## config.mk

```make
export PLATFORM = sky130hd
export DESIGN_NAME = dual_bridge_motor_control_logic
export DESIGN_NICKNAME = d
export VERILOG_FILES = /design/src/rtl/bridge_channel.v /design/src/rtl/dual_bridge_motor_control_logic.v
export VERILOG_INCLUDE_DIRS = /design/src /design/src/inc
export SDC_FILE = /design/constraint.sdc
export NUM_CORES = 1
export LEC_CHECK = 0
export BUFFER_PORTS_ARGS = -buffer_cell sky130_fd_sc_hd__buf_2
export CAP_MARGIN = 25
export CORE_UTILIZATION = 35
export CTS_CLUSTER_DIAMETER = 120
export DETAILED_ROUTE_END_ITERATION = 8
export GPL_ROUTABILITY_DRIVEN = 0
export RECOVER_POWER = 25
export SYNTH_ARGS = -nofsm -noshare
export SYNTH_HDL_FRONTEND = slang
export SYNTH_SLANG_ARGS = --single-unit
```

## constraint.sdc

```tcl
create_clock -name clock -period 2.7 [get_ports clock]
set_clock_uncertainty 0.15 [all_clocks]
set_input_delay 0.54 -clock clock [delete_from_list [all_inputs] [get_ports clock]]
set_output_delay 0.54 -clock clock [all_outputs]
set_load 0.02 [all_outputs]
```

## src/inc/motor_bridge_defs.vh

```
// Timing constants and input command codes for the dual bridge motor control logic.
`ifndef MOTOR_BRIDGE_DEFS_VH
`define MOTOR_BRIDGE_DEFS_VH
`define CLOCK_MHZ 100
`define STANDBY_DELAY_US 1000
`define STANDBY_DELAY_CYCLES (`STANDBY_DELAY_US * `CLOCK_MHZ)
`define FAULT_QUALIFY_US 2
`define FAULT_QUALIFY_CYCLES (`FAULT_QUALIFY_US * `CLOCK_MHZ)
`define RETRY_HOLDOFF_US 2000
`define RETRY_HOLDOFF_CYCLES (`RETRY_HOLDOFF_US * `CLOCK_MHZ)
`define CODE_COAST 2'h0
`define CODE_FORWARD 2'h2
`define CODE_REVERSE 2'h1
`define CODE_BRAKE 2'h3
`endif

```

## src/rtl/bridge_channel.v

```verilog
// One full bridge: input decode, overcurrent qualification, shutdown and retry hold-off.
`timescale 1ns/1ps
`include "motor_bridge_defs.vh"
module bridge_channel #(
    parameter QUALIFY_CYCLES = `FAULT_QUALIFY_CYCLES,
    parameter HOLDOFF_CYCLES = `RETRY_HOLDOFF_CYCLES
) (
    input wire clock,
    input wire rst_b,
    input wire enable,
    input wire forwardIn,
    input wire reverseIn,
    input wire [1:0] highCurrentOver,
    input wire [1:0] lowVoltageOver,
    output reg [1:0] highOn,
    output reg [1:0] lowOn,
    output wire faultActive
);
    localparam ST_RUN = 1'b0;
    localparam ST_HOLD = 1'b1;
    reg state_r;
    reg [7:0] qualCount_r;
    reg [23:0] holdCount_r;
    reg [1:0] hiNxt;
    reg [1:0] loNxt;
    wire [1:0] hiSense;
    wire [1:0] loSense;
    wire overNow;
    wire tripNow;

    // High-side current is only meaningful once that driver is conducting. [RQ4]
    assign hiSense = highCurrentOver & highOn;
    assign loSense = lowVoltageOver & lowOn; // [RQ5]
    assign overNow = |{hiSense, loSense};
    assign tripNow = overNow && (qualCount_r >= QUALIFY_CYCLES[7:0]); // [RQ4] [RQ5]
    assign faultActive = (state_r == ST_HOLD);

    always @* begin
        hiNxt = 2'h0;
        loNxt = 2'h0;
        case ({forwardIn, reverseIn}) // [RQ11] [RQ12]
            `CODE_FORWARD: begin
                hiNxt = 2'h1;
                loNxt = 2'h2;
            end
            `CODE_REVERSE: begin
                hiNxt = 2'h2;
                loNxt = 2'h1;
            end
            `CODE_BRAKE: begin
                loNxt = 2'h3;
            end
            default: begin
                hiNxt = 2'h0;
                loNxt = 2'h0;
            end
        endcase
        if (!enable || state_r == ST_HOLD || tripNow) begin // [RQ6] [RQ7]
            hiNxt = 2'h0;
            loNxt = 2'h0;
        end
    end

    always @(posedge clock or negedge rst_b) begin
        if (!rst_b) begin
            state_r <= ST_RUN;
            qualCount_r <= 8'h00;
            holdCount_r <= 24'h000000;
            highOn <= 2'h0;
            lowOn <= 2'h0;
        end else begin
            highOn <= hiNxt;
            lowOn <= loNxt;
            case (state_r)
                ST_RUN: begin
                    if (tripNow) begin // [RQ6]
                        state_r <= ST_HOLD;
                        qualCount_r <= 8'h00;
                        holdCount_r <= 24'h000000;
                    end else if (overNow) begin
                        qualCount_r <= qualCount_r + 8'h01;
                    end else begin
                        qualCount_r <= 8'h00;
                    end
                end
                ST_HOLD: begin
                    // Commands are ignored for the whole hold-off, then the drive is retried. [RQ7]
                    if (holdCount_r >= HOLDOFF_CYCLES[23:0] - 24'h000001) begin
                        state_r <= ST_RUN;
                    end else begin
                        holdCount_r <= holdCount_r + 24'h000001;
                    end
                end
                default: begin
                    state_r <= ST_RUN;
                end
            endcase
        end
    end
endmodule // bridge_channel

```

## src/rtl/dual_bridge_motor_control_logic.v

```verilog
// Top level of the dual full-bridge motor control logic with sleep and protection.
`timescale 1ns/1ps
`include "motor_bridge_defs.vh"
// Notes on behaviour
// (RQ1) All four inputs low continuously for more than 1 ms puts the device to sleep.
// (RQ2) In sleep every output is high impedance and the internal logic is idle; here a bridge's hold-off count keeps running.
// (RQ3) Any input going high wakes the device at once and restarts the standby count.
// (RQ4) A conducting high-side driver above its current limit for over 2 us flags a fault.
// (RQ5) A conducting low-side driver above its voltage limit for over 2 us flags a fault.
// (RQ6) A fault at once switches off both halves of that bridge.
// (RQ7) After a fault the bridge ignores its commands for 2 ms and then retries.
// (RQ8) Each bridge has its own fault detection, shutdown and retry timing.
// (RQ9) Over-temperature disables every output until the sensor reports the hysteresis recovery.
// (RQ10) While supply undervoltage is indicated all drivers stay off.
// (RQ11) Per bridge, 00 coasts, 10 drives forward, 01 drives reverse and 11 brakes.
// (RQ12) High means high side on, low means low side on, off means both off.
// (RQ13) The controller steps a stepper through the full or half step input sequences.
// (RQ14) The controller modulates with 00 or 11 and keeps 00 gaps under 1 ms.
// (RQ15) For paralleled use the controller drives both bridges with identical inputs.
module dual_bridge_motor_control_logic #(
    parameter STANDBY_CYCLES = `STANDBY_DELAY_CYCLES,
    parameter QUALIFY_CYCLES = `FAULT_QUALIFY_CYCLES,
    parameter HOLDOFF_CYCLES = `RETRY_HOLDOFF_CYCLES
) (
    input wire clock,
    input wire rst_b,
    input wire bridge_a_forward_input,
    input wire bridge_a_reverse_input,
    input wire bridge_b_forward_input,
    input wire bridge_b_reverse_input,
    input wire [3:0] highCurrentOver,
    input wire [3:0] lowVoltageOver,
    input wire thermalTrip,
    input wire supply_low_lockout,
    output wire [3:0] highSideOn,
    output wire [3:0] lowSideOn,
    output wire [3:0] outputEnable,
    output wire sleeping,
    output wire [1:0] bridgeFault
);
    reg [23:0] standbyCount_r;
    reg sleep_r;
    wire anyHigh;
    wire runEnable;
    wire [3:0] cmdIn;

    assign cmdIn = {bridge_b_reverse_input, bridge_b_forward_input,
                    bridge_a_reverse_input, bridge_a_forward_input};
    assign anyHigh = |cmdIn;

    // The thermal input is expected to carry its own hysteresis, so only its level is used here.
    assign runEnable = !sleep_r && !thermalTrip && !supply_low_lockout; // [RQ2] [RQ9] [RQ10]
    assign sleeping = sleep_r;

    always @(posedge clock or negedge rst_b) begin
        if (!rst_b) begin
            standbyCount_r <= 24'h000000;
            sleep_r <= 1'b0;
        end else if (anyHigh) begin
            standbyCount_r <= 24'h000000; // [RQ3]
            sleep_r <= 1'b0; // [RQ3]
        end else if (!sleep_r) begin
            if (standbyCount_r >= STANDBY_CYCLES[23:0]) begin
                sleep_r <= 1'b1; // [RQ1]
            end else begin
                standbyCount_r <= standbyCount_r + 24'h000001;
            end
        end
    end

    genvar g;
    generate
        for (g = 0; g < 2; g = g + 1) begin : gBridge
            // Separate instances keep fault timing of one bridge away from the other. [RQ8]
            bridge_channel #(
                .QUALIFY_CYCLES(QUALIFY_CYCLES),
                .HOLDOFF_CYCLES(HOLDOFF_CYCLES)
            ) uChannel (
                .clock(clock),
                .rst_b(rst_b),
                .enable(runEnable),
                .forwardIn(cmdIn[2*g]),
                .reverseIn(cmdIn[2*g+1]),
                .highCurrentOver(highCurrentOver[2*g+1:2*g]),
                .lowVoltageOver(lowVoltageOver[2*g+1:2*g]),
                .highOn(highSideOn[2*g+1:2*g]),
                .lowOn(lowSideOn[2*g+1:2*g]),
                .faultActive(bridgeFault[g])
            );
        end
    endgenerate

    // An output is driven only while one of its two transistors is on; otherwise it floats.
    assign outputEnable = highSideOn | lowSideOn; // [RQ2] [RQ12]
endmodule // dual_bridge_motor_control_logic

```

==> results of run 1 <==
-- sequential cells by signal (all words and copies together), names as in the netlist --
signal / flops
sleeping: 1
gBridge.uChannel.lowOn: 4
standbyCount_r: 24
gBridge.uChannel.holdCount_r: 48
gBridge.uChannel.highOn: 4
gBridge.uChannel.faultActive: 2
gBridge.uChannel.qualCount_r: 16
-- final timing paths --
check / from / endpoint / slack, ns / depth (start not counted)
max in group asynchronous: rst_b / gBridge[1].uChannel.holdCount_r[10]$_DFFE_PN0P_ / 0.78 / 2
min in group asynchronous: rst_b / gBridge[0].uChannel.qualCount_r[0]$_DFFE_PN0N_ / 0.27 / 1
hold reg to reg: gBridge[1].uChannel.holdCount_r[19]$_DFFE_PN0P_ / gBridge[1].uChannel.holdCount_r[19]$_DFFE_PN0P_ / 0.34 / 1
hold / removal: bridge_a_reverse_input / gBridge[0].uChannel.highOn[0]$_DFF_PN0_ / 0.22 / 2
setup / recovery: gBridge[1].uChannel.holdCount_r[0]$_DFFE_PN0P_ / gBridge[1].uChannel.holdCount_r[13]$_DFFE_PN0P_ / 0.18 / 6
setup reg to reg: gBridge[1].uChannel.holdCount_r[0]$_DFFE_PN0P_ / gBridge[1].uChannel.holdCount_r[13]$_DFFE_PN0P_ / 0.18 / 6
-- stage by stage --
step                      instance area (um2)  hold slack, ns
final                                    5630           0.221
after global routing                     5630           0.225
after CTS                                5640          0.0767
after detailed placement                 5350           0.323
after global placement                   5350           0.321
after floorplan                          4940          0.0944
-- per-layer routing --
layer	share of wire, %	wire, um
met3	2.8	299
met2	47	4940
met4	2.3	237
met5	0	0
met1	48	5030
-- layout make-up --
class | instances | area [um2]
clock inverters | 5 | 37.5
fillers | 1338 | 8190
inverters | 15 | 56.3
flip-flops and latches | 99 | 2480
repair buffers | 42 | 238
multi-input cells | 377 | 2350
well taps | 180 | 225
clock buffers | 11 | 253
-- placed cells by master (no fill, tap or decap), drive strengths merged, types with 13 or more instances in the layout --
cell / synthesis / layout
dfrtp: 99 / 99
nand2: 43 / 43
buf: 4 / 40
nor2: 37 / 37
nand3: 27 / 27
o21ai: 26 / 26
a21oi: 23 / 23
and2: 20 / 20
and3: 18 / 18
inv: 15 / 15
nand4: 15 / 15
clkbuf: 11 / 13
-- power by group --
part	internal, uW	leakage, uW	switching (uW)	total, uW
Sequential	1490	0.00122	7.64	1500
Combinational	31.8	0.00117	67.4	99.2
Clock	676	0.000138	559	1240
Total	2200	0.00253	634	2830
-- logic make-up after synthesis --
group	count (synthesis)	synth area share, %
and+or+nand+nor	242	27.0
AOI/OAI and AO/OA	104	14.1
DFF	99	50.2
buffers and inverters	30	2.46
xor gates and xnor gates	14	2.48
muxes	9	1.85
adders and majority gates	8	2.03
-- what timing repair did --
item                                    in CTS  in global routing
resized for setup                            0                  1
hold endpoints to repair                     0                  0
endpoints found under the setup margin       0                  1
-- worst max-delay path, delay by kind of cell, from the launching register on --
family	cells	cell delay (ns)
fa+ha+maj	1	0.22
compound gates	3	1.04
simple gates	2	0.64
flops	1	0.41
==> summary.md, run 1 <==
| Metric | Value |
|---|---|
| Status | `finished, final reports clean` |
| First-pass DRT Iterations | `5` |
| CTS Root Cell | `clkbuf_16` |
| Sink Count | `99` |
| Crit path capture type | `flip-flop` |
| Core area | `roughly 14000 um2` |
| Routed wire length | `roughly 11000 um` |
| Seq cells post-synth | `~100` |
| Post-synth top area share | `about half` |
| Cells after synthesis | `506` |
| Setup WS pre-CTS | `roughly 0.18 ns` |
| RSZ-0062 raised after global routing | `no` |
| Setup TNS | `0 ns` |
| GR peak layer | `met2` |
| Synth area leaders | `dfrtp_1, nand2_1, nor2_1` |
| Htree depth | `3` |
| Layout cell share with drive strength beyond 1 | `between 10% and 20%` |
| Overall global routing resource usage | `between 10% and 20%` |
| GR Util met3 | `3.44%` |
| DR DRC count | `0` |
| Leak Pwr | `0.00253 uW` |
| Cell breakdown of the critical path | `ha_1 > and3_1 > a311oi_1 > o2111ai_1 > or3_1 > a21oi_1` |
| Wire length per cell | `14.4 um` |
| Post-synth top flop | `dfrtp_1` |
| Skew-Pair Late Insertion Delay | `between 0.3 and 0.4 ns` |
| Die height | `121 um` |
| P per Cell Area | `503 nW/um2` |
| Type of origin of the critical path | `flip-flop` |
| Share of the yosys chip area belonging to registers | `about 50%` |
| Die Wd | `121 um` |
| Total power | `roughly 2800 uW` |
| Number of flops mapped to enable cells by yosys | `0` |
| Final core occ | `approximately 41%` |
| Commonest cells in the netlist | `dfrtp_1, nand2_1, nor2_1` |
| Rel. slew slack | `23.0%` |
| Pin count of the biggest net entering global routing | `48` |
| Tcrit/Tclk final | `about 94%` |
| Area Overhead vs Synth | `14.1%` |
| CP max stage cell | `a311oi_1` |
| Setup CP Type | `reg2reg` |
| Warnings from Yosys | `0` |
| Worst Tran Pin Value | `between 1 and 1.5 ns` |
| Vias per cell | `~5.4` |
| Initial Util | `35.7%` |
| Syn avg cell area | `9.76 um2` |
| Fin worst setup slack | `0.175 ns` |
| GR met2 Demand/Resource | `25.1%` |
| Async set or reset register ratio after synthesis | `100%` |
| Half-perimeter wire length after placement | `approximately 7500 um` |
| Layout Nets | `568` |
| Netlist cell types | `55` |
| Crit Path Max Fanout | `6` |
| Hold-fix buffer count after cts | `0` |
| CTS tree | `yes` |
| Synth area leader | `dfrtp_1` |
| DRT iter0 DRCs | `roughly 140` |
| First-pass GRT wire length | `roughly 18000 um` |
| Vias in the first global route | `between 3000 and 4000` |
| Initial antenna violation count | `0` |
| DR vias | `between 3000 and 4000` |
| I/O pin cnt | `31` |
| Worst-path clk slew | `0.07 ns` |
| CP Data Required Time | `approximately 2.8 ns` |
| Final setup viols | `0` |
| Final min period | `2.52 ns` |
| Die ar. | `between 10000 and 15000 um2` |
| Max Clk Rate | `a little under 0.4 GHz` |
| Synthesized cell area | `4940 um2` |
| Max stage delay on crit path | `around 0.55 ns` |
| Final hold violation count | `0` |
| Post-DRT Antenna Nets | `0` |
| Buffers on Ports | `30` |
| Max cap viols | `0` |
| Crit path DAT | `~2.7 ns` |
| Worst Hold Class | `in2reg` |
| Maximum clock insertion buffer count | `2` |
| Met1 usage | `between 20 and 25%` |
| Row count | `between 40 and 50` |
| Dpl cells | `713` |
| Most numerous cell in the Yosys netlist | `dfrtp_1` |
| Number of CTS-inserted buffers | `9` |
| Finished Layout Cells | `around 730` |
| Max-slew violations | `0` |
| Peak VDD IR | `0.328 mV` |
| Total gr overflow | `0` |
| Syn Nets | `530` |
| N_diodes | `0` |
| Post CTS Setup Buffer Count | `0` |
(Power assumes the default switching activity.)
==> inputs of run 2 (changes only) <==
- ABC_AREA: unset -> 1
==> run 2 against run 1 <==
  * Count of clock-buffer cells in the layout decreased by 2
  * Sequential power about the same
  * First-iteration DRC count increased by 72%
  * Synthesized area increased by 14%
  * Setup slack improved by 0.37 ns
  * Synthesized cell count increased by 47%
  * Critical path depth decreased by 3
  * Worst hold slack got worse by 0.0052 ns
  * Utilization decreased by 0.24 points
  * Highest routed layer unchanged
==> summary.md, run 2 <==
| Metric | Value |
|---|---|
| Status | `finished, final reports clean` |
| Sink Count | `between 90 and 100` |
| Number of flops mapped to enable cells by yosys | `0` |
| Half-perimeter wire length after placement | `8820 um` |
| N_diodes | `0` |
| First-pass DRT Iterations | `4` |
| Cells after synthesis | `between 700 and 800` |
| Initial Util | `between 30% and 40%` |
| CP Data Required Time | `2.97 ns` |
| I/O pin cnt | `31` |
| Leak Pwr | `between 0.003 and 0.004 uW` |
| Worst Tran Pin Value | `roughly 0.80 ns` |
| Crit path DAT | `about 2.4 ns` |
| DR vias | `approximately 4600` |
| Most frequent cells in the layout | `nand2_1, nor2_1, dfrtp_1, nand3_1, inv_1` |
| Post-DRT Antenna Nets | `0` |
| RSZ-0062 raised after global routing | `no` |
| Final setup viols | `0` |
| CTS tree | `yes` |
| # resized after CTS | `0` |
| Max FFs per register | `between 40 and 50` |
| CTS Root Cell | `clkbuf_16` |
| WP buf/inv | `3` |
| Vias in the first global route | `4403` |
| Area Overhead vs Synth | `11.4%` |
| Biggest register | `gBridge.uChannel.holdCount_r` |
| Die height | `~130 um` |
| Crit path max-delay family | `buffers and inverters` |
| Wire length per cell | `approximately 12 um` |
| P per Cell Area | `roughly 460 nW/um2` |
| Die Wd | `around 130 um` |
| Overall global routing resource usage | `between 10% and 20%` |
| Peak VDD IR | `roughly 0.35 mV` |
| Rel. slew slack | `46.8%` |
| Crit Path Max Fanout | `46` |
| Top Registers | `gBridge.uChannel.holdCount_r: 48 flops, standbyCount_r: 24 flops, gBridge.uChannel.qualCount_r: 16 flops` |
| Synthesized cell area | `between 5000 and 6000 um2` |
| CP max stage cell | `clkbuf_4` |
| Maximum clock insertion buffer count | `2` |
| Worst-path clk slew | `~0.07 ns` |
| Vias per cell | `roughly 4.6` |
| Htree depth | `3` |
| Netlist cell types | `38` |
| Initial antenna violation count | `0` |
| Share of the yosys chip area belonging to registers | `44.2%` |
| Synth area leader | `dfrtp_1` |
| Hold-fix buffer count after cts | `1` |
| Layout Nets | `802` |
| Most common cell after layout, fill and taps aside | `nand2_1` |
| Buffers on Ports | `30` |
| Max-slew violations | `0` |
| Setup CP Type | `in2async` |
| Crit path capture type | `async pin` |
| Post-synth top area share | `44.2%` |
| Max Clk Rate | `approximately 0.46 GHz` |
| Seq cells post-synth | `99` |
| Warnings from Yosys | `0` |
| Post-synth top flop | `dfrtp_1` |
| Cell breakdown of the critical path | `dlygate4sd3_1 > clkbuf_2 > clkbuf_4` |
| Most numerous cell in the Yosys netlist | `nand2_1` |
| Post CTS Setup Buffer Count | `0` |
| Syn Nets | `just under 800` |
| Setup TNS | `0 ns` |
| DR DRC count | `0` |
| Syn avg cell area | `about 7.5 um2` |
| Row count | `45` |
| Max stage delay on crit path | `~0.70 ns` |
| Type of origin of the critical path | `primary input` |
| First-pass GRT wire length | `21200 um` |
| Worst Hold Class | `in2reg` |
| Synth area leaders | `dfrtp_1, nand2_1, nor2_1` |
| Die ar. | `16500 um2` |
| Number of CTS-inserted buffers | `9` |
| Routed wire length | `between 10000 and 15000 um` |
| Tcrit/Tclk final | `around 80%` |
| Layout cell share with drive strength beyond 1 | `a little under an eighth` |
| DRT iter0 DRCs | `about 250` |
| Total gr overflow | `0` |
| Async set or reset register ratio after synthesis | `100%` |
| Final core occ | `around two fifths` |
| Commonest cells in the netlist | `nand2_1, nor2_1, dfrtp_1` |
| Final hold violation count | `0` |
| Skew-Pair Late Insertion Delay | `0.35 ns` |
| Max cap viols | `0` |
| Pin count of the biggest net entering global routing | `47` |
| Core area | `15400 um2` |
| Final min period | `2.16 ns` |
-- run 2: cell types whose count changed after synthesis, sizes merged, moves of 16 or more --
cell and change:
and2 -16, nor2 +102, nand3 +53, xor2 +25, inv +58, nand2 +173, and3 -18
-- run 2: worst paths after layout --
path | from | end | slack, ns | depth (start not counted)
setup / recovery | rst_b | gBridge[1].uChannel.qualCount_r[1]$_DFFE_PN0N_ | 0.54 | 3
hold / removal | bridge_b_forward_input | gBridge[1].uChannel.highOn[1]$_DFF_PN0_ | 0.22 | 2
min in group asynchronous | rst_b | gBridge[0].uChannel.holdCount_r[6]$_DFFE_PN0P_ | 0.66 | 2
hold reg to reg | standbyCount_r[21]$_DFFE_PN0P_ | standbyCount_r[21]$_DFFE_PN0P_ | 0.34 | 2
setup reg to reg | gBridge[0].uChannel.holdCount_r[0]$_DFFE_PN0P_ | gBridge[0].uChannel.holdCount_r[17]$_DFFE_PN0P_ | 0.64 | 10
max in group clock | gBridge[0].uChannel.holdCount_r[0]$_DFFE_PN0P_ | gBridge[0].uChannel.holdCount_r[17]$_DFFE_PN0P_ | 0.64 | 10
-- run 2: cells by family (layout without fill, tap and decap cells) --
logic type	after synthesis	after routing	share of synthesized area [%]
AO/OA/AOI/OAI	25	25	2.63
XOR/XNOR	35	35	5.47
adder cells (fa/ha/maj)	8	8	1.78
buffers and inverters	90	128	6.94
flip-flops	99	99	44.2
AND/OR/NAND/NOR	488	488	39.0
-- run 2: per-layer routing --
| layer | routed length, um | vias to the layer above | GRT usage (%) |
|---|---|---|---|
| li1 | - | 2416 | - |
| met2 | 5490 | 70 | 26.4 |
| met5 | 0 | - | 0 |
| met3 | 439 | 11 | 3.33 |
| met4 | 163 | 0 | 4.91 |
| met1 | 6080 | 2112 | 22.3 |
-- run 2: area by class of cell --
| type | instances | area, um2 |
|---|---|---|
| flip-flops and latches | 99 | 2480 |
| clock inverters | 7 | 67.6 |
| inverters | 74 | 278 |
| fillers | 1643 | 9180 |
| repair buffers | 38 | 213 |
| well taps | 211 | 264 |
| multi-input cells | 556 | 2720 |
| clock buffers | 9 | 225 |
-- run 2: stage by stage --
step / hold WS, ns / total power [uW] / cell area (um2) / setup WS [ns] / cells
2_1_floorplan: 0.0944 / 1540 / 5610 / 0.963 / 745
5_1_grt: 0.206 / 2980 / 6250 / 0.257 / 994
6_report: 0.216 / 2860 / 6250 / 0.541 / 994
4_1_cts: 0.203 / 2910 / 6280 / 0.625 / 994
3_5_place_dp: 0.330 / 1600 / 5980 / 0.629 / 977
3_3_place_gp: 0.323 / 1600 / 5980 / 0.687 / 977
-- run 2: report_power, final --
part	switching (uW)	internal [uW]
clock	577	717
sequential	3.46	1490
combinational	57.0	20.6
total	638	2220
-- run 2: worst register-to-register path, delay by kind of cell (launching register included) --
kind / cells / cell delay [ns]
and+or+nand+nor: 8 / 1.08
adders and majority gates: 1 / 0.25
DFF: 1 / 0.42
buffers and inverters: 1 / 0.07
